## src/spd_decode_pkg.sv

```systemverilog
package spd_decode_pkg;
   localparam logic [11:0] ADDR_STORE_BASE   = 12'h000;
   localparam logic [11:0] ADDR_CAS_MAP      = 12'h048;
   localparam logic [11:0] ADDR_STORE_LAST   = 12'h07c;
   localparam logic [11:0] ADDR_ACC2         = 12'h100;
   localparam logic [11:0] ADDR_CYC3         = 12'h104;
   localparam logic [11:0] ADDR_ACC3         = 12'h108;
   localparam logic [11:0] ADDR_TRP          = 12'h10c;
   localparam logic [11:0] ADDR_TRRD         = 12'h110;
   localparam logic [11:0] ADDR_TRCD         = 12'h114;
   localparam logic [11:0] ADDR_TRAS         = 12'h118;
   localparam logic [11:0] ADDR_DENSITY      = 12'h11c;
   localparam logic [11:0] ADDR_STATUS       = 12'h120;
   localparam logic [11:0] ADDR_LATENCY      = 12'h124;
   localparam int          STORE_WORDS       = 32;
   localparam int          IDX_ACC2          = 24;
   localparam int          IDX_CYC3          = 25;
   localparam int          IDX_ACC3          = 26;
   localparam int          IDX_TRP           = 27;
   localparam int          IDX_TRRD          = 28;
   localparam int          IDX_TRCD          = 29;
   localparam int          IDX_TRAS          = 30;
   localparam int          IDX_DENSITY       = 31;
   localparam int          IDX_CAS_MAP       = 18;
   localparam logic [7:0]  STORE_RESET       = 8'h00;
   localparam logic [7:0]  ROLLUP_BASE_NS    = 8'h0f;
   localparam logic [3:0]  ROLLUP_MAX_CODE   = 4'h3;
   localparam logic [9:0]  DENSITY_UNIT_MB   = 10'h004;
   localparam logic [1:0]  RESP_OKAY         = 2'b00;
   localparam logic [1:0]  RESP_SLVERR       = 2'b10;
   localparam logic [1:0]  RESP_DECERR       = 2'b11;
endpackage : spd_decode_pkg

```

## src/spd_timing_decode.sv

```systemverilog
// Register access over AXI4-Lite was left to the implementer.
`timescale 1ns/10ps
module spd_timing_decode (
   input  wire logic        aclk,
   input  wire logic        aresetn,
   input  wire logic [11:0] s_axi_awaddr,
   input  wire logic [2:0]  s_axi_awprot,
   input  wire logic        s_axi_awvalid,
   output logic             s_axi_awready,
   input  wire logic [31:0] s_axi_wdata,
   input  wire logic [3:0]  s_axi_wstrb,
   input  wire logic        s_axi_wvalid,
   output logic             s_axi_wready,
   output logic [1:0]       s_axi_bresp,
   output logic             s_axi_bvalid,
   input  wire logic        s_axi_bready,
   input  wire logic [11:0] s_axi_araddr,
   input  wire logic [2:0]  s_axi_arprot,
   input  wire logic        s_axi_arvalid,
   output logic             s_axi_arready,
   output logic [31:0]      s_axi_rdata,
   output logic [1:0]       s_axi_rresp,
   output logic             s_axi_rvalid,
   input  wire logic        s_axi_rready
);
   import spd_decode_pkg::*;

   ////////////////////////////////////////////////////////////////////////
   logic [7:0]  store_q [STORE_WORDS];
   logic [11:0] awaddr_q;
   logic [31:0] wdata_q;
   logic [3:0]  wstrb_q;
   logic        aw_held_q;
   logic        w_held_q;
   logic        bvalid_q;
   logic [1:0]  bresp_q;
   logic        rvalid_q;
   logic [1:0]  rresp_q;
   logic [31:0] rdata_q;

   logic [7:0]  acc2_b;
   logic [7:0]  cyc3_b;
   logic [7:0]  acc3_b;
   logic [7:0]  density_b;
   logic [7:0]  cas_b;
   logic [7:0]  acc2_ns;
   logic [3:0]  acc2_tenth;
   logic [5:0]  cyc3_ns;
   logic [1:0]  cyc3_qtr;
   logic [5:0]  acc3_ns;
   logic [1:0]  acc3_qtr;
   logic [15:0] acc2_ps;
   logic [15:0] cyc3_ps;
   logic [15:0] acc3_ps;
   logic [7:0]  undef_flags;
   logic        density_empty;
   logic        density_single;
   logic [3:0]  density_count;
   logic [2:0]  cas_high;
   logic [2:0]  cas_second;
   logic [2:0]  cas_third;
   logic [9:0]  density_max_mb;

   assign acc2_b    = store_q[IDX_ACC2];
   assign cyc3_b    = store_q[IDX_CYC3];
   assign acc3_b    = store_q[IDX_ACC3];
   assign density_b = store_q[IDX_DENSITY];
   assign cas_b     = store_q[IDX_CAS_MAP];

   ////////////////////////////////////////////////////////////////////////
   // whole ns plus tenths; codes 1..3 roll up to 16..18 ns
   always_comb begin
      acc2_tenth = acc2_b[3:0];
      if (acc2_b[7:4] != 4'h0 && acc2_b[7:4] <= ROLLUP_MAX_CODE) begin
         acc2_ns = ROLLUP_BASE_NS + {4'h0, acc2_b[7:4]};
      end else begin
         acc2_ns = {4'h0, acc2_b[7:4]};
      end
      acc2_ps = 16'(acc2_ns * 1000) + 16'(acc2_tenth * 100);
   end

   assign cyc3_ns  = cyc3_b[7:2];
   assign cyc3_qtr = cyc3_b[1:0];
   assign acc3_ns  = acc3_b[7:2];
   assign acc3_qtr = acc3_b[1:0];
   assign cyc3_ps  = 16'(cyc3_ns * 1000) + 16'(cyc3_qtr * 250);
   assign acc3_ps  = 16'(acc3_ns * 1000) + 16'(acc3_qtr * 250);

   // checks start from the raw byte, not the split fields
   rollup_low_a: assert property (
      @(posedge aclk) disable iff (!aresetn)
      acc2_b[7:4] == 4'h1 |-> acc2_ps == 16'(16000 + acc2_b[3:0] * 100))
      else $error("rollup code not 16 ns");
   rollup_code_a: assert property (
      @(posedge aclk) disable iff (!aresetn)
      acc2_b[7:4] == 4'h2 |-> acc2_ps == 16'(17000 + acc2_b[3:0] * 100))
      else $error("rollup code not 17 ns");
   rollup_top_a: assert property (
      @(posedge aclk) disable iff (!aresetn)
      acc2_b[7:4] == 4'h3 |-> acc2_ps == 16'(18000 + acc2_b[3:0] * 100))
      else $error("rollup code not 18 ns");
   tenth_add_a: assert property (
      @(posedge aclk) disable iff (!aresetn)
      acc2_b[7:4] > 4'h3 |->
      acc2_ps == 16'(acc2_b[7:4] * 1000 + acc2_b[3:0] * 100))
      else $error("tenths not added");
   cycle_qtr_a: assert property (
      @(posedge aclk) disable iff (!aresetn)
      cyc3_ps == 16'(cyc3_b[7:2] * 1000 + cyc3_b[1:0] * 250))
      else $error("cycle quarter sum wrong");
   access_qtr_a: assert property (
      @(posedge aclk) disable iff (!aresetn)
      acc3_ps == 16'(acc3_b[7:2] * 1000 + acc3_b[1:0] * 250))
      else $error("access quarter sum wrong");

   // a zero whole-ns part sets its undef_flags bit; the time still reads from the byte, as zero for 8'h00
   assign undef_flags[0] = (acc2_b[7:4] == 4'h0);
   assign undef_flags[1] = (cyc3_ns == 6'h00);
   assign undef_flags[2] = (acc3_ns == 6'h00);
   assign undef_flags[3] = (store_q[IDX_TRP] == 8'h00);
   assign undef_flags[4] = (store_q[IDX_TRRD] == 8'h00);
   assign undef_flags[5] = (store_q[IDX_TRCD] == 8'h00);
   assign undef_flags[6] = (store_q[IDX_TRAS] == 8'h00);
   assign undef_flags[7] = 1'b0;

   undef_flag_a: assert property (
      @(posedge aclk) disable iff (!aresetn)
      undef_flags[6:3] == {store_q[IDX_TRAS] == 8'h00,
                           store_q[IDX_TRCD] == 8'h00,
                           store_q[IDX_TRRD] == 8'h00,
                           store_q[IDX_TRP] == 8'h00})
      else $error("undefined flag mismatch");
   undef_ns_a: assert property (
      @(posedge aclk) disable iff (!aresetn)
      undef_flags[2:0] == {acc3_b[7:2] == 6'h00, cyc3_b[7:2] == 6'h00,
                           acc2_b[7:4] == 4'h0})
      else $error("zero whole-ns part not flagged");

   ////////////////////////////////////////////////////////////////////////
   // density map: bit n is 4 MByte shifted by n
   always_comb begin
      density_count  = 4'h0;
      density_max_mb = 10'h000;
      for (int i = 0; i < 8; i++) begin
         density_count = density_count + {3'h0, density_b[i]};
         if (density_b[i]) begin
            density_max_mb = DENSITY_UNIT_MB << i;
         end
      end
   end
   // an empty map is malformed data; one bit means uniform rows
   assign density_empty  = (density_b == 8'h00);
   assign density_single = (density_count == 4'h1);

   density_one_a: assert property (
      @(posedge aclk) disable iff (!aresetn)
      density_single |-> $onehot(density_b) && !density_empty)
      else $error("single density bit wrong");
   density_max_a: assert property (
      @(posedge aclk) disable iff (!aresetn)
      density_b == 8'h0c |-> density_max_mb == 10'h020)
      else $error("density size wrong");
   density_top_a: assert property (
      @(posedge aclk) disable iff (!aresetn)
      density_b[7] |-> density_max_mb == 10'h200)
      else $error("top density bit not 512 MByte");
   density_cnt_a: assert property (
      @(posedge aclk) disable iff (!aresetn)
      density_count == 4'($countones(density_b)))
      else $error("density bit count wrong");
   density_none_a: assert property (
      @(posedge aclk) disable iff (!aresetn)
      density_empty == (density_b == 8'h00 && density_max_mb == 10'h000))
      else $error("empty density map not flagged");

   ////////////////////////////////////////////////////////////////////////
   // rank the supported latencies so software need not
   always_comb begin
      cas_high   = 3'h0;
      cas_second = 3'h0;
      cas_third  = 3'h0;
      for (int i = 0; i < 7; i++) begin
         if (cas_b[i]) begin
            cas_third  = cas_second;
            cas_second = cas_high;
            cas_high   = 3'(i + 1);
         end
      end
   end

   cas_rank_a: assert property (
      @(posedge aclk) disable iff (!aresetn)
      cas_b[6:0] != 7'h00 |->
      cas_b[cas_high - 3'h1] && (cas_b[6:0] >> cas_high) == 7'h00)
      else $error("highest latency rank wrong");
   cas_none_a: assert property (
      @(posedge aclk) disable iff (!aresetn)
      cas_b[6:0] == 7'h00 |-> cas_high == 3'h0 && cas_second == 3'h0)
      else $error("rank without latency");

   ////////////////////////////////////////////////////////////////////////
   // write path: address and data taken in either order
   logic wr_go;
   logic wr_in_store;
   assign wr_go         = aw_held_q && w_held_q && !bvalid_q;
   assign wr_in_store   = (awaddr_q <= ADDR_STORE_LAST);
   assign s_axi_awready = !aw_held_q && !bvalid_q;
   assign s_axi_wready  = !w_held_q && !bvalid_q;

   always_ff @(posedge aclk) begin
      if (!aresetn) begin
         aw_held_q <= 1'b0;
         awaddr_q  <= 12'h000;
      end else if (s_axi_awvalid && s_axi_awready) begin
         aw_held_q <= 1'b1;
         awaddr_q  <= s_axi_awaddr;
      end else if (wr_go) begin
         aw_held_q <= 1'b0;
      end
   end

   always_ff @(posedge aclk) begin
      if (!aresetn) begin
         w_held_q <= 1'b0;
         wdata_q  <= 32'h0000_0000;
         wstrb_q  <= 4'h0;
      end else if (s_axi_wvalid && s_axi_wready) begin
         w_held_q <= 1'b1;
         wdata_q  <= s_axi_wdata;
         wstrb_q  <= s_axi_wstrb;
      end else if (wr_go) begin
         w_held_q <= 1'b0;
      end
   end

   // the store image is loaded by software; only lane 0 is kept
   generate
      for (genvar g = 0; g < STORE_WORDS; g++) begin : g_store
         always_ff @(posedge aclk) begin
            if (!aresetn) begin
               store_q[g] <= STORE_RESET;
            end else if (wr_go && wr_in_store && wstrb_q[0] &&
                         awaddr_q[6:2] == 5'(g)) begin
               store_q[g] <= wdata_q[7:0];
            end
         end
      end
   endgenerate

   always_ff @(posedge aclk) begin
      if (!aresetn) begin
         bvalid_q <= 1'b0;
         bresp_q  <= RESP_OKAY;
      end else if (wr_go) begin
         bvalid_q <= 1'b1;
         if (wr_in_store) begin
            bresp_q <= RESP_OKAY;
         end else if (awaddr_q >= ADDR_ACC2 &&
                      awaddr_q <= ADDR_LATENCY) begin
            bresp_q <= RESP_SLVERR;
         end else begin
            bresp_q <= RESP_DECERR;
         end
      end else if (s_axi_bready) begin
         bvalid_q <= 1'b0;
      end
   end
   assign s_axi_bvalid = bvalid_q;
   assign s_axi_bresp  = bresp_q;

   ////////////////////////////////////////////////////////////////////////
   // read path: one cycle from address to data
   logic [31:0] rd_d;
   logic [1:0]  rresp_d;
   assign s_axi_arready = !rvalid_q;

   always_comb begin
      rd_d    = 32'h0000_0000;
      rresp_d = RESP_OKAY;
      if (s_axi_araddr <= ADDR_STORE_LAST) begin
         rd_d = {24'h00_0000, store_q[s_axi_araddr[6:2]]};
      end else begin
         unique case (s_axi_araddr)
            ADDR_ACC2:    rd_d = {16'h0000, acc2_ps};
            ADDR_CYC3:    rd_d = {16'h0000, cyc3_ps};
            ADDR_ACC3:    rd_d = {16'h0000, acc3_ps};
            ADDR_TRP:     rd_d = {24'h00_0000, store_q[IDX_TRP]};
            ADDR_TRRD:    rd_d = {24'h00_0000, store_q[IDX_TRRD]};
            ADDR_TRCD:    rd_d = {24'h00_0000, store_q[IDX_TRCD]};
            ADDR_TRAS:    rd_d = {24'h00_0000, store_q[IDX_TRAS]};
            ADDR_DENSITY: rd_d = {22'h00_0000, density_max_mb};
            ADDR_STATUS:  rd_d = {14'h0000, density_count, density_single,
                                  density_empty, 4'h0, undef_flags};
            ADDR_LATENCY: rd_d = {20'h0_0000, 1'b0, cas_third, 1'b0,
                                  cas_second, 1'b0, cas_high};
            default:      rresp_d = RESP_DECERR;
         endcase
      end
   end

   always_ff @(posedge aclk) begin
      if (!aresetn) begin
         rvalid_q <= 1'b0;
         rdata_q  <= 32'h0000_0000;
         rresp_q  <= RESP_OKAY;
      end else if (s_axi_arvalid && s_axi_arready) begin
         rvalid_q <= 1'b1;
         rdata_q  <= rd_d;
         rresp_q  <= rresp_d;
      end else if (s_axi_rready) begin
         rvalid_q <= 1'b0;
      end
   end
   assign s_axi_rvalid = rvalid_q;
   assign s_axi_rdata  = rdata_q;
   assign s_axi_rresp  = rresp_q;

   ////////////////////////////////////////////////////////////////////////
   // no answer may survive a reset
   reset_idle_a: assert property (
      @(posedge aclk) !aresetn |=> !s_axi_bvalid && !s_axi_rvalid)
      else $error("answer pending after reset");
   read_answer_a: assert property (
      @(posedge aclk) disable iff (!aresetn)
      s_axi_arvalid && s_axi_arready |=> s_axi_rvalid)
      else $error("read answer late");
   write_answer_a: assert property (
      @(posedge aclk) disable iff (!aresetn)
      wr_go |=> s_axi_bvalid && !s_axi_awready && !s_axi_wready)
      else $error("write answer late");
   write_ro_a: assert property (
      @(posedge aclk) disable iff (!aresetn)
      wr_go && awaddr_q >= ADDR_ACC2 && awaddr_q <= ADDR_LATENCY |=>
      s_axi_bresp == RESP_SLVERR)
      else $error("decoded word accepted a write");
   write_err_a: assert property (
      @(posedge aclk) disable iff (!aresetn)
      wr_go && awaddr_q > ADDR_LATENCY |=>
      s_axi_bresp == RESP_DECERR)
      else $error("unmapped write not refused");
   store_write_a: assert property (
      @(posedge aclk) disable iff (!aresetn)
      wr_go && wr_in_store && wstrb_q[0] |=>
      store_q[$past(awaddr_q[6:2])] == $past(wdata_q[7:0]))
      else $error("store byte not written");
   raw_spacing_a: assert property (
      @(posedge aclk) disable iff (!aresetn)
      s_axi_arvalid && s_axi_arready && s_axi_araddr == ADDR_TRRD |=>
      s_axi_rdata == {24'h00_0000, $past(store_q[IDX_TRRD])})
      else $error("activate spacing read wrong");
   raw_time_a: assert property (
      @(posedge aclk) disable iff (!aresetn)
      s_axi_arvalid && s_axi_arready && s_axi_araddr == ADDR_TRAS |=>
      s_axi_rdata == {24'h00_0000, $past(store_q[IDX_TRAS])})
      else $error("activate-to-precharge read wrong");
endmodule : spd_timing_decode

```

## config.mk

```make
export PLATFORM = sky130hd
export DESIGN_NAME = spd_timing_decode
export DESIGN_NICKNAME = d
export VERILOG_FILES = /design/src/spd_decode_pkg.sv /design/src/spd_timing_decode.sv
export SDC_FILE = /design/constraint.sdc
export NUM_CORES = 1
export LEC_CHECK = 0
export BUFFER_PORTS_ARGS = -buffer_cell sky130_fd_sc_hd__buf_2
export CAP_MARGIN = 10
export CORE_MARGIN = 5
export CORE_UTILIZATION = 37
export DETAILED_ROUTE_END_ITERATION = 10
export PLACE_DENSITY = 0.5
export REMOVE_ABC_BUFFERS = 1
export SLEW_MARGIN = 20
export SYNTH_ARGS = -nofsm -noshare
export SYNTH_HDL_FRONTEND = slang
export SYNTH_SLANG_ARGS = --single-unit
```

## constraint.sdc

```tcl
create_clock -name aclk -period 9.03 [get_ports aclk]
set_input_delay 0.4515 -clock aclk [delete_from_list [all_inputs] [get_ports aclk]]
set_output_delay 0.4515 -clock aclk [all_outputs]
set_load 0.02 [all_outputs]
```

==> impl_results.md, run 1 <==
- Outcome: finished, final reports clean
- Min cycle time layout: 5770 ps
- CP max-delay cell: o21ai_1
- Clock Power Share: 37.0%
- Clk pin slew, worst setup/hold paths: 60 ps
- Initial antenna violation count: 2
- RSZ-0062 raised after global routing: no
- Worst Skew: 15.6 ps
- Largest net degree at the start of global routing: 62
- Max Cap Violations: 0
- Switching share of power: 29.9%
- TNS Setup: 0 ps
- Share of layout cells above drive strength 1: 15.0%
- Via-to-Cell Ratio: 5.34
- RD Place Congestion: 0.894
- Hold-fix buffers, CTS: 0
- Seq/Total Area, Yosys: 44.5%
- Filler cells: 4926
- Drc violations: 0
- Drt total wl: 54700 um
- Worst vdd ir: 0.000141 V
- Worst Path Max Fanout: 6
- Most common cell after layout, fill and taps aside: edfxtp_1
- Vias after detailed routing: 13100
- Final antenna-violating net count: 0
- CTS sink cnt: 302
- CTS Root Buffer Type: clkbuf_16
- Number of synthesized flops with an enable pin: 256
- Tcrit/Tclk final: 63.9%
- Commonest non-fill, non-tap cells in the layout: 256 x edfxtp_1, 234 x and2_1, 117 x inv_1, 114 x ha_1, 104 x nand2_1
- Worst Setup End Kind: flip-flop
- Footprint of the multi-input gates: 0.00986 mm^2
- Syn avg cell area: 11.4 um^2
- Synthesized area: 0.0194 mm^2
- Sequential cell area: 0.00861 mm^2
- Synth Register Bits: 302
- Wire per inst: 22.3 um
- Post-layout nets: 1976
- Leak: 8.81 nW
- H-tree levels: 2
- CTS tree: done
- Cell row count: 83
- Synth cell types: 81
- Number of diodes: 0
- Register share of total power: 41.9%
- Slew @ Worst Pin: 1080 ps
- Setup bufs post-CTS: 0
- P&R area growth vs syn: 11.0%
- Gate power share: 21.0%
- Synth Flop Type: edfxtp_1
- Cts bufs inserted: 36
- Skew-Pair Late Insertion Delay: 560 ps
- Critical Path, Cell by Cell: inv_1 > ha_1 > or3_1 > o21ai_1 > inv_1 > fa_1 > fa_1 > inv_1 > ha_1 > nor2b_1 > nor2_1 > xnor2_1 > ha_1 > o21ai_0 > nand2b_1 > a21oi_1 > a21oi_1 > nand3_1 > or4_1 > nand3_1 > a211oi_1
- Post_cts resized: 0
- Hold Crit Class: in -> reg
- Die W: 239 um
- First-pass GRT wire length: 82500 um
- Async SR Flop Fraction: 0%
- Initial Util: 37.5%
- Pwr/cell area: 179 mW/mm^2
- DRT Pass-1 Iters: 5
- Internal: 2.70 mW
- Setup Crit Path Kind: reg -> reg
- Relative max-transition margin: 27.0%
- Yosys warning count: 0
- Setup violations, final: 0
- Sw Pwr: 1.15 mW
- Cells after Synth: 1701
- CORE AREA: 0.0516 mm^2
- Tot Pwr: 3.84 mW
- Pre-CTS WS: 2870 ps
- Die ar.: 0.0570 mm^2
- Critical Path Source Type: flip-flop
- Grt total ovfl: 0
- Total track usage: 19.0%
- I/O pins: 114
- Critical Path Max Stage Delay: 630 ps
- Dpl hpwl: 38800 um
- Port buffer count: 66
- F_max: 173 MHz
- Critical Path AT: 6160 ps
- Worst path required time: 9420 ps
- Crit path setup slack, layout: 3260 ps
- Slew Limit Fails: 0
- Vias in the first global route: 13300
- Final Hold Vio Count: 0
- Max clock buf depth: 3
- Initial DRC Count: 899
- Die Y: 239 um
cell families after synthesis:
logic type                 count (synthesis)  share of synthesized area [%]
adders and majority gates                158                           11.9
and+or+nand+nor                          610                           18.0
buffers and inverters                    222                           4.85
other                                      1                         0.0194
xor gates and xnor gates                  56                           2.53
muxes                                     93                           9.49
DFF                                      302                           44.5
AOI/OAI and AO/OA                        259                           8.71
stage by stage:
step | cell area (um^2) | hold slack, ps | cells | util (%)
finish | 21500 | 82.5 | 2452 | 41.6
global route | 21500 | 64.1 | 2452 | 41.6
CTS | 21500 | 53.3 | 2452 | 41.6
detailed placement | 20300 | 443 | 2387 | 39.4
global placement | 20300 | 440 | 2387 | 39.4
floorplan | 18900 | 431 | 1610 | -
cell usage after synthesis (16+ instances only):
cell | number | share of area (%)
edfxtp_1 | 256 | 40
and2_1 | 234 | 7.6
inv_1 | 117 | 2.3
ha_1 | 114 | 7.4
nand2_1 | 104 | 2.0
nor2_1 | 84 | 1.6
a21oi_1 | 75 | 1.9
mux4_2 | 72 | 8.4
clkbuf_1 | 63 | 1.2
o21ai_0 | 58 | 1.5
dfxtp_1 | 46 | 4.8
fa_1 | 44 | 4.6
and3_1 | 37 | 1.2
xnor2_1 | 35 | 1.6
nand3_1 | 32 | 0.83
nor3_1 | 22 | 0.57
xor2_1 | 21 | 0.95
a211oi_1 | 18 | 0.70
nor2b_1 | 18 | 0.58
mux2i_1 | 17 | 0.88
a21o_1 | 16 | 0.62
registers in the layout, indices dropped and copies added (netlist names):
name and count:
s_axi_rdata 18, wdata_q 8, s_axi_rvalid 1, s_axi_bvalid 1, s_axi_bresp 2, w_held_q 1, s_axi_rresp 1, store_q 256
wstrb_q 1, aw_held_q 1, awaddr_q 12
metal layers:
metal	vias to the layer above	routed length, um	GRT usage (%)
met2	301	27700	32.9
li1	6179	-	-
met3	73	2430	2.73
met5	-	15	0
met1	6548	23200	25.0
met4	4	1330	5.44
worst max-delay path: cells and delay by family, from the launching register on:
kind	cells	cell delay (ps)
flip-flops	1	430
AO/OA/AOI/OAI	5	1090
AND/OR/NAND/NOR	7	1630
buffers and inverters	3	400
adder cells (fa/ha/maj)	5	1950
XOR/XNOR	1	80
power by group through the flow:
stage / clock [mW] / combinational [mW] / sequential, mW
floorplan: 0 / 0.567 / 1.62
global placement: 0 / 0.807 / 1.64
detailed placement: 0 / 0.811 / 1.64
CTS: 1.46 / 0.818 / 1.61
global route: 1.51 / 0.904 / 1.62
finish: 1.42 / 0.809 / 1.61
cell type report:
cell class              count  share of cell area [%]
well taps                 680                    3.96
multi-input cells        1190                    45.9
inverters                 118                    2.06
clock inverters            16                   0.553
clock buffers              49                    4.76
repair buffers             97                    2.64
flip-flops and latches    302                    40.1
worst paths after layout:
check / start / depth (start not counted) / slack, ps / endpoint
worst max-delay path: store_q[24][5] / 21 / 3260 / s_axi_rdata[15]
worst min-delay path: s_axi_rready / 2 / 80 / s_axi_rvalid
worst max register to register: store_q[24][5] / 21 / 3260 / s_axi_rdata[15]
worst min register to register: awaddr_q[1] / 2 / 450 / awaddr_q[1]
No activity file was read; power rests on OpenSTA's default activity.
==> run 2, diff against run 1 <==
--- a/config.mk
+++ b/config.mk
@@ -5,6 +5,7 @@
 export SDC_FILE = /design/constraint.sdc
 export NUM_CORES = 1
 export LEC_CHECK = 0
+export ABC_AREA = 1
 export BUFFER_PORTS_ARGS = -buffer_cell sky130_fd_sc_hd__buf_2
 export CAP_MARGIN = 10
 export CORE_MARGIN = 5
==> constraint.sdc (replaced) <==
create_clock -name aclk -period 5.5 [get_ports aclk]
set_input_delay 0.275 -clock aclk [delete_from_list [all_inputs] [get_ports aclk]]
set_output_delay 0.275 -clock aclk [all_outputs]
set_load 0.02 [all_outputs]
==> run 2 against run 1 <==
Combinational power is 78% higher. Clock power is 69% higher. Non-clock buffer count is 27 higher. Power is 68% higher. Sequential cell count stayed put. Wire length is 13% higher. Die area is 0.81% lower. Fmax is 11% higher. Cell count is 25% higher. Global-route usage is 2.4 points higher. Sequential share of layout area is 0.40 points lower. Sequential power is 61% higher. Critical path type unchanged. Highest routed layer is now met4.
==> impl_results.md, run 2 <==
- Crit-path leading delay family: adder cells (unchanged)
- First-pass GRT wire length: 93900 um (was 82500 um)
- Final Hold Vio Count: 0 (unchanged)
- CTS sink cnt: 302 (unchanged)
- Syn avg cell area: 8.45 um^2 (was 11.4 um^2)
- Worst path bufs/invs: 8 (was 3)
- Grt total ovfl: 0 (unchanged)
- Seq/Total Area, Yosys: 44.9% (was 44.5%)
- Share of the synthesized area in the top cell type: 40.1% (was 39.7%)
- Initial DRC Count: 1284 (was 899)
- Slew @ Worst Pin: 1120 ps (was 1080 ps)
- Vias after detailed routing: 16000 (was 13100)
- Count leader, synth: nor2_1 (was edfxtp_1)
- CP max-delay cell: fa_1 (was o21ai_1)
- Critical Path AT: 5590 ps (was 6160 ps)
- Synth cell types: 44 (was 81)
- CTS tree: done (unchanged)
- Pwr/cell area: 298 mW/mm^2 (was 179 mW/mm^2)
- Final antenna-violating net count: 0 (unchanged)
- Critical Path Source Type: flip-flop (unchanged)
- Setup Crit Path Kind: reg -> reg (unchanged)
- Die ar.: 0.0565 mm^2 (was 0.0570 mm^2)
- Total track usage: 21.4% (was 19.0%)
- Clk pin slew, worst setup/hold paths: 60 ps (about the same)
- Async SR Flop Fraction: 0% (unchanged)
- Initial antenna violation count: 0 (was 2)
- Skew-Pair Late Insertion Delay: 560 ps (about the same)
- Number of synthesized flops with an enable pin: 256 (unchanged)
- F_max: 192 MHz (was 173 MHz)
- Share of layout cells above drive strength 1: 9.50% (was 15.0%)
- Post-layout nets: 2582 (was 1976)
- CP most frequent cell: nand2_1
- Area of placed instances: 0.0203 mm^2 (about the same)
- Post-synth top cells: 388 x nor2_1, 379 x nand2_1, 287 x inv_1, 256 x edfxtp_1, 185 x nand3_1 (was 256 x edfxtp_1, 234 x and2_1, 117 x inv_1, 114 x ha_1, 104 x nand2_1)
- Slew Limit Fails: 0 (unchanged)
- Largest net degree at the start of global routing: 57 (was 62)
- RD Place Congestion: 0.982 (was 0.894)
- Port buffer count: 66 (unchanged)
- Outcome: finished, final reports clean (unchanged)
- CTS Root Buffer Type: clkbuf_16 (unchanged)
- Leak: 9.07 nW (was 8.81 nW)
- Worst Skew: 28.7 ps (was 15.6 ps)
- Die W: 238 um (was 239 um)
- I/O pins: 114 (unchanged)
- Worst Setup End Kind: flip-flop (unchanged)
- Critical Path Max Stage Delay: 610 ps (was 630 ps)
- Die Y: 238 um (was 239 um)
- Yosys warning count: 0 (unchanged)
- Synth Flop Type: edfxtp_1 (unchanged)
- Commonest non-fill, non-tap cells in the layout: 386 x nor2_1, 378 x nand2_1, 283 x inv_1, 256 x edfxtp_1, 185 x nand3_1 (was 256 x edfxtp_1, 234 x and2_1, 117 x inv_1, 114 x ha_1, 104 x nand2_1)
- Drc violations: 0 (unchanged)
- DRT Pass-1 Iters: 5 (unchanged)
- H-tree levels: 2 (unchanged)
- Cells after Synth: 2272 (was 1701)
- Final Cell Area: 0.0217 mm^2 (was 0.0215 mm^2)
- Via-to-Cell Ratio: 5.23 (was 5.34)
- Hold slack: 16.2 ps (was 82.5 ps)
- Synth top area cells: edfxtp_1 40%, nor2_1 7.6%, ha_1 7.4% (was edfxtp_1 40%, mux4_2 8.4%, and2_1 7.6%)
- Relative max-transition margin: 25.2% (was 27.0%)
- Setup violations, final: 0 (unchanged)
- Max Cap Violations: 0 (unchanged)
- Synthesized area: 0.0192 mm^2 (was 0.0194 mm^2)
- Worst Path Max Fanout: 5 (was 6)
- Dpl hpwl: 45100 um (was 38800 um)
- P&R area growth vs syn: 13.0% (was 11.0%)
- Hold Crit Class: in -> reg (unchanged)
- Cell row count: 83 (unchanged)
- Vias in the first global route: 15800 (was 13300)
- Tcrit/Tclk final: 94.7% (was 63.9%)
- Synth Register Bits: 302 (unchanged)
- Wire per inst: 20.2 um (was 22.3 um)
- Post-synth top area cell: edfxtp_1 (unchanged)
- CORE AREA: 0.0513 mm^2 (was 0.0516 mm^2)
- Most common cell after layout, fill and taps aside: nor2_1 (was edfxtp_1)
- Drt total wl: 61700 um (was 54700 um)
- Worst path required time: 5880 ps (was 9420 ps)
- Min cycle time layout: 5210 ps (was 5770 ps)
- Initial Util: 37.4% (was 37.5%)
- Number of diodes: 0 (unchanged)
- Top reg by flops: store_q (unchanged)
- Max reg flops: 256 (unchanged)
- Cts bufs inserted: 36 (unchanged)
- Max clock buf depth: 3 (unchanged)
- Filler cells: 5274 (was 4926)
- Worst vdd ir: 0.000236 V (was 0.000141 V)
## run 2: cell types whose count changed in the layout (fill, tap and decap cells not counted), sizes merged, moves of 17 or more
cell   before  now
a22oi       4   48
and2      234    2
and3       39    0
inv       123  305
mux2i      17    0
mux4       72    0
nand2     105  382
nand3      32  205
nand4       3   24
nor2       94  397
nor2b      18    0
o21ai      58  112
o22ai       3   34
xnor2      35    7
## run 2: power breakdown
group / leakage, nW / internal, mW / switching (mW)
clock: 0.581 / 1.40 / 1.00
sequential: 3.02 / 2.56 / 0.0442
combinational: 5.46 / 0.472 / 0.971
total: 9.07 / 4.43 / 2.02
## run 2: timing repair
item,CTS,global route
endpoints found under the setup margin,0,6
hold buffers,16,0
buffers inserted,0,4
endpoints found under the hold margin,15,0
gates resized for setup,0,10
## run 2: per-stage QoR
step / cells / TNS [ps] / power (mW) / util (%) / setup slack, ps
6_report: 3059 / 0 / 6.45 / 42.3 / 289
5_1_grt: 3059 / -15.7 / 6.80 / 42.3 / -15.7
4_1_cts: 3055 / 0 / 6.49 / 42.2 / 6.50
3_5_place_dp: 2973 / 0 / 4.07 / 39.5 / 21.6
3_3_place_gp: 2973 / 0 / 4.06 / 39.5 / 86.1
2_1_floorplan: 2189 / 0 / 3.63 / - / 405
## run 2: metal layers
layer  GRT usage (%)  up-vias  wire, um
met1            29.1     7699     27600
met2            35.8      455     29200
met3            2.40       88      3050
met5               0        -         0
li1                -     7769         -
met4            7.00        0      1960
## run 2: worst paths after layout
path / from / endpoint / cells past startpoint / slack, ps
hold reg to reg: wdata_q[6] / wdata_q[6] / 2 / 450
setup / recovery: store_q[24][4] / s_axi_rdata[15] / 31 / 290
setup reg to reg: store_q[24][4] / s_axi_rdata[15] / 31 / 290
hold / removal: s_axi_wdata[1] / wdata_q[1] / 3 / 20
## run 2: kinds of logic (layout without fill, tap and decap cells)
logic type	count (synthesis)	after routing	share of synthesized area (%)
buffers and inverters	399	493	8.21
AND/OR/NAND/NOR	1059	1059	23.7
other	1	14	0.0195
XOR/XNOR	18	18	0.821
flip-flops	302	302	44.9
AO/OA/AOI/OAI	335	335	10.4
adder cells (fa/ha/maj)	158	158	12.0
## run 2: worst reg2reg max path: cells and delay by family, from the launching register on
family	cells	cell delay [ps]
AO/OA/AOI/OAI	3	330
XOR/XNOR	1	150
adder cells (fa/ha/maj)	6	2490
buffers and inverters	8	520
flip-flops	1	410
AND/OR/NAND/NOR	13	1140
## run 2: layout make-up
class	count	area (um^2)	area share, %
Tap cell	680	851	3.92
Sequential cell	302	8610	39.7
Inverter	303	1140	5.25
Timing Repair Buffer	124	806	3.72
Clock inverter	18	189	0.871
Clock buffer	48	1010	4.65
Multi-Input combinational cell	1584	9080	41.9
==> run 3, diff against run 2 <==
--- a/config.mk
+++ b/config.mk
@@ -11,6 +11,7 @@
 export CORE_MARGIN = 5
 export CORE_UTILIZATION = 37
 export DETAILED_ROUTE_END_ITERATION = 10
+export HOLD_SLACK_MARGIN = 0.05
 export PLACE_DENSITY = 0.5
 export REMOVE_ABC_BUFFERS = 1
 export SLEW_MARGIN = 20
==> constraint.sdc (replaced) <==
create_clock -name aclk -period 6.4 [get_ports aclk]
set_input_delay 0.32 -clock aclk [delete_from_list [all_inputs] [get_ports aclk]]
set_output_delay 0.32 -clock aclk [all_outputs]
set_load 0.02 [all_outputs]
==> run 3 against run 2 <==
Utilization down 0.15 points. Sequential cell count unchanged. Wire length about the same. Combinational power down 15%. Critical path depth unchanged. Clock power down 14%. Global-route usage up 0.051 points. Critical path type unchanged. Critical endpoint unchanged. Largest cell class unchanged. Largest power group unchanged.
==> impl_results.md, run 3 (synthesis results as in run 2) <==
- Share of layout cells above drive strength 1: 9.02% (was 9.50%)
- Number of diodes: 0 (unchanged)
- CP most frequent cell: inv_1 (was nand2_1)
- Fin util: 42.1% (was 42.3%)
- Worst path required time: 6790 ps (was 5880 ps)
- Largest net degree at the start of global routing: 81 (was 57)
- Drt total wl: 61800 um (was 61700 um)
- Setup bufs post-CTS: 0 (unchanged)
- Initial antenna violation count: 0 (unchanged)
- Worst vdd ir: 0.000238 V (was 0.000236 V)
- Initial Util: 37.4% (unchanged)
- Drc violations: 0 (unchanged)
- Worst Skew: 18.6 ps (was 28.7 ps)
- TNS Setup: 0 ps (unchanged)
- P&R area growth vs syn: 12.6% (was 13.0%)
- Critical R2R Capture: s_axi_rdata[15] (unchanged)
- Area of placed instances: 0.0203 mm^2 (about the same)
- Total track usage: 21.4% (about the same)
- Critical Path Source Type: flip-flop (unchanged)
- Hold Crit Class: in -> reg (unchanged)
- Port buffer count: 66 (unchanged)
- Die ar.: 0.0565 mm^2 (unchanged)
- Crit. Startpoint: store_q[24][4] (unchanged)
- RR Startpoint: store_q[24][4] (unchanged)
- Clk pin slew, worst setup/hold paths: 60 ps (about the same)
- Grt total ovfl: 0 (unchanged)
- Cell row count: 83 (unchanged)
- Hold slack: 72.8 ps (was 16.2 ps)
- R2r setup slk: 730 ps (was 290 ps)
- Min cycle time layout: 5670 ps (was 5210 ps)
- Initial DRC Count: 1388 (was 1284)
- Tcrit/Tclk final: 88.6% (was 94.7%)
- Vias after detailed routing: 16000 (about the same)
- Slew Limit Fails: 0 (unchanged)
- I/O pins: 114 (unchanged)
- Final Hold Vio Count: 0 (unchanged)
- Most common cell after layout, fill and taps aside: nor2_1 (unchanged)
- Vias in the first global route: 16000 (was 15800)
- H-tree levels: 2 (unchanged)
- RD Place Congestion: 0.953 (was 0.982)
- Highest metal used: met4 (unchanged)
- Die Y: 238 um (unchanged)
- RSZ-0062 raised after global routing: no
- Max reg flops: 256 (unchanged)
- CTS sink cnt: 302 (unchanged)
- Final antenna-violating net count: 0 (unchanged)
- Cts bufs inserted: 36 (unchanged)
- Hold Crit Depth: 3 (unchanged)
- Worst Setup End Kind: flip-flop (unchanged)
- Post-layout nets: 2576 (was 2582)
- Max clock buf depth: 3 (unchanged)
- Setup Crit Path Kind: reg -> reg (unchanged)
- First-pass GRT wire length: 94200 um (was 93900 um)
- Setup violations, final: 0 (unchanged)
- DRT Pass-1 Iters: 5 (unchanged)
- Max Cap Violations: 0 (unchanged)
- Hold Crit Start: s_axi_wdata[5] (was s_axi_wdata[1])
- F_max: 176 MHz (was 192 MHz)
- Met3 WL: 3190 um (was 3050 um)
- Skew-Pair Late Insertion Delay: 550 ps (was 560 ps)
- Worst path bufs/invs: 8 (unchanged)
- Outcome: finished, final reports clean (unchanged)
- Wire per inst: 20.2 um (about the same)
- Critical Path Max Stage Delay: 580 ps (was 610 ps)
- Leak: 9.04 nW (was 9.07 nW)
- Via-to-Cell Ratio: 5.24 (was 5.23)
- Dpl hpwl: 45400 um (was 45100 um)
- Relative max-transition margin: 24.8% (was 25.2%)
- Met2 wire len: 28600 um (was 29200 um)
- Final Cell Area: 0.0216 mm^2 (was 0.0217 mm^2)
- Top reg by flops: store_q (unchanged)
- Met1 wire length: 27300 um (was 27600 um)
- Pwr/cell area: 256 mW/mm^2 (was 298 mW/mm^2)
- CTS tree: done (unchanged)
- Commonest non-fill, non-tap cells in the layout: 387 x nor2_1, 379 x nand2_1, 287 x inv_1, 256 x edfxtp_1, 185 x nand3_1 (was 386 x nor2_1, 378 x nand2_1, 283 x inv_1, 256 x edfxtp_1, 185 x nand3_1)
- Crit-path leading delay family: adder cells (unchanged)
- Hold endpoint: wdata_q[5] (was wdata_q[1])
- Worst R2R Path Depth: 31 (unchanged)
- CTS Root Buffer Type: clkbuf_16 (unchanged)
- CP max-delay cell: fa_1 (unchanged)
- Die W: 238 um (unchanged)
- Worst Path Max Fanout: 6 (was 5)
- Critical Path AT: 6060 ps (was 5590 ps)
- CORE AREA: 0.0513 mm^2 (unchanged)
- Slew @ Worst Pin: 1120 ps (about the same)
- Post_cts resized: 0 (unchanged)
==> run 3: cell count changes in the layout (fill, tap and decap cells not counted), moves of 2 or more <==
cell / delta
inv_2: -4
clkbuf_8: +2
clkinv_1: -4
ha_2: -2
buf_4: -7
ha_1: +2
inv_1: +4
clkinv_2: +4
==> run 3: worst max-delay path by stage <==
stage | endpoint | slack (ps) | cells past startpoint
final | s_axi_rdata[15] | 730 | 31
after global routing | s_axi_rdata[15] | 80 | 31
after CTS | s_axi_rdata[15] | 760 | 31
after detailed placement | s_axi_rdata[15] | 780 | 31
after global placement | s_axi_rdata[15] | 840 | 31
after floorplan | s_axi_rdata[15] | 1300 | 31
==> run 3: power by group <==
group          internal (mW)  total, mW  switching (mW)
Clock                   1.20       2.06           0.857
Combinational          0.396       1.23           0.838
Sequential              2.20       2.24          0.0381
Total                   3.80       5.53            1.73
==> run 3: final cells by class <==
type | count | area (um^2)
timing repair buffer | 118 | 763
sequential | 302 | 8610
inverter | 303 | 1140
fill | 5218 | 29700
clock inverter | 17 | 166
multi-input combinational | 1584 | 9070
tap | 680 | 851
clock buffer | 49 | 1010
==> run 3: worst min-delay path, delay by kind of cell <==
family                 cells  cell delay [ps]
buffers and inverters      1               70
AO/OA/AOI/OAI              2              190
==> run 3: timing repair <==
item / 4_1_cts / 5_1_grt
endpoints found under the hold margin: 16 / 0
hold buffers: 17 / 0
setup endpoints to repair: 0 / 0
==> run 3: per-stage QoR <==
| step | std cells | worst slack, ps | power (mW) |
|---|---|---|---|
| after floorplan | 2189 | 1300 | 3.12 |
| after global placement | 2970 | 838 | 3.48 |
| after detailed placement | 2970 | 779 | 3.50 |
| after CTS | 3053 | 757 | 5.57 |
| after global routing | 3053 | 78.9 | 5.83 |
| final | 3053 | 728 | 5.53 |
==> run 3: layer usage <==
metal  global-route usage, %  vias to the layer above
met3                    2.66                      125
li1                        -                     7757
met5                       0                        -
met1                    28.8                     7584
met2                    35.5                      533
met4                    8.33                        0
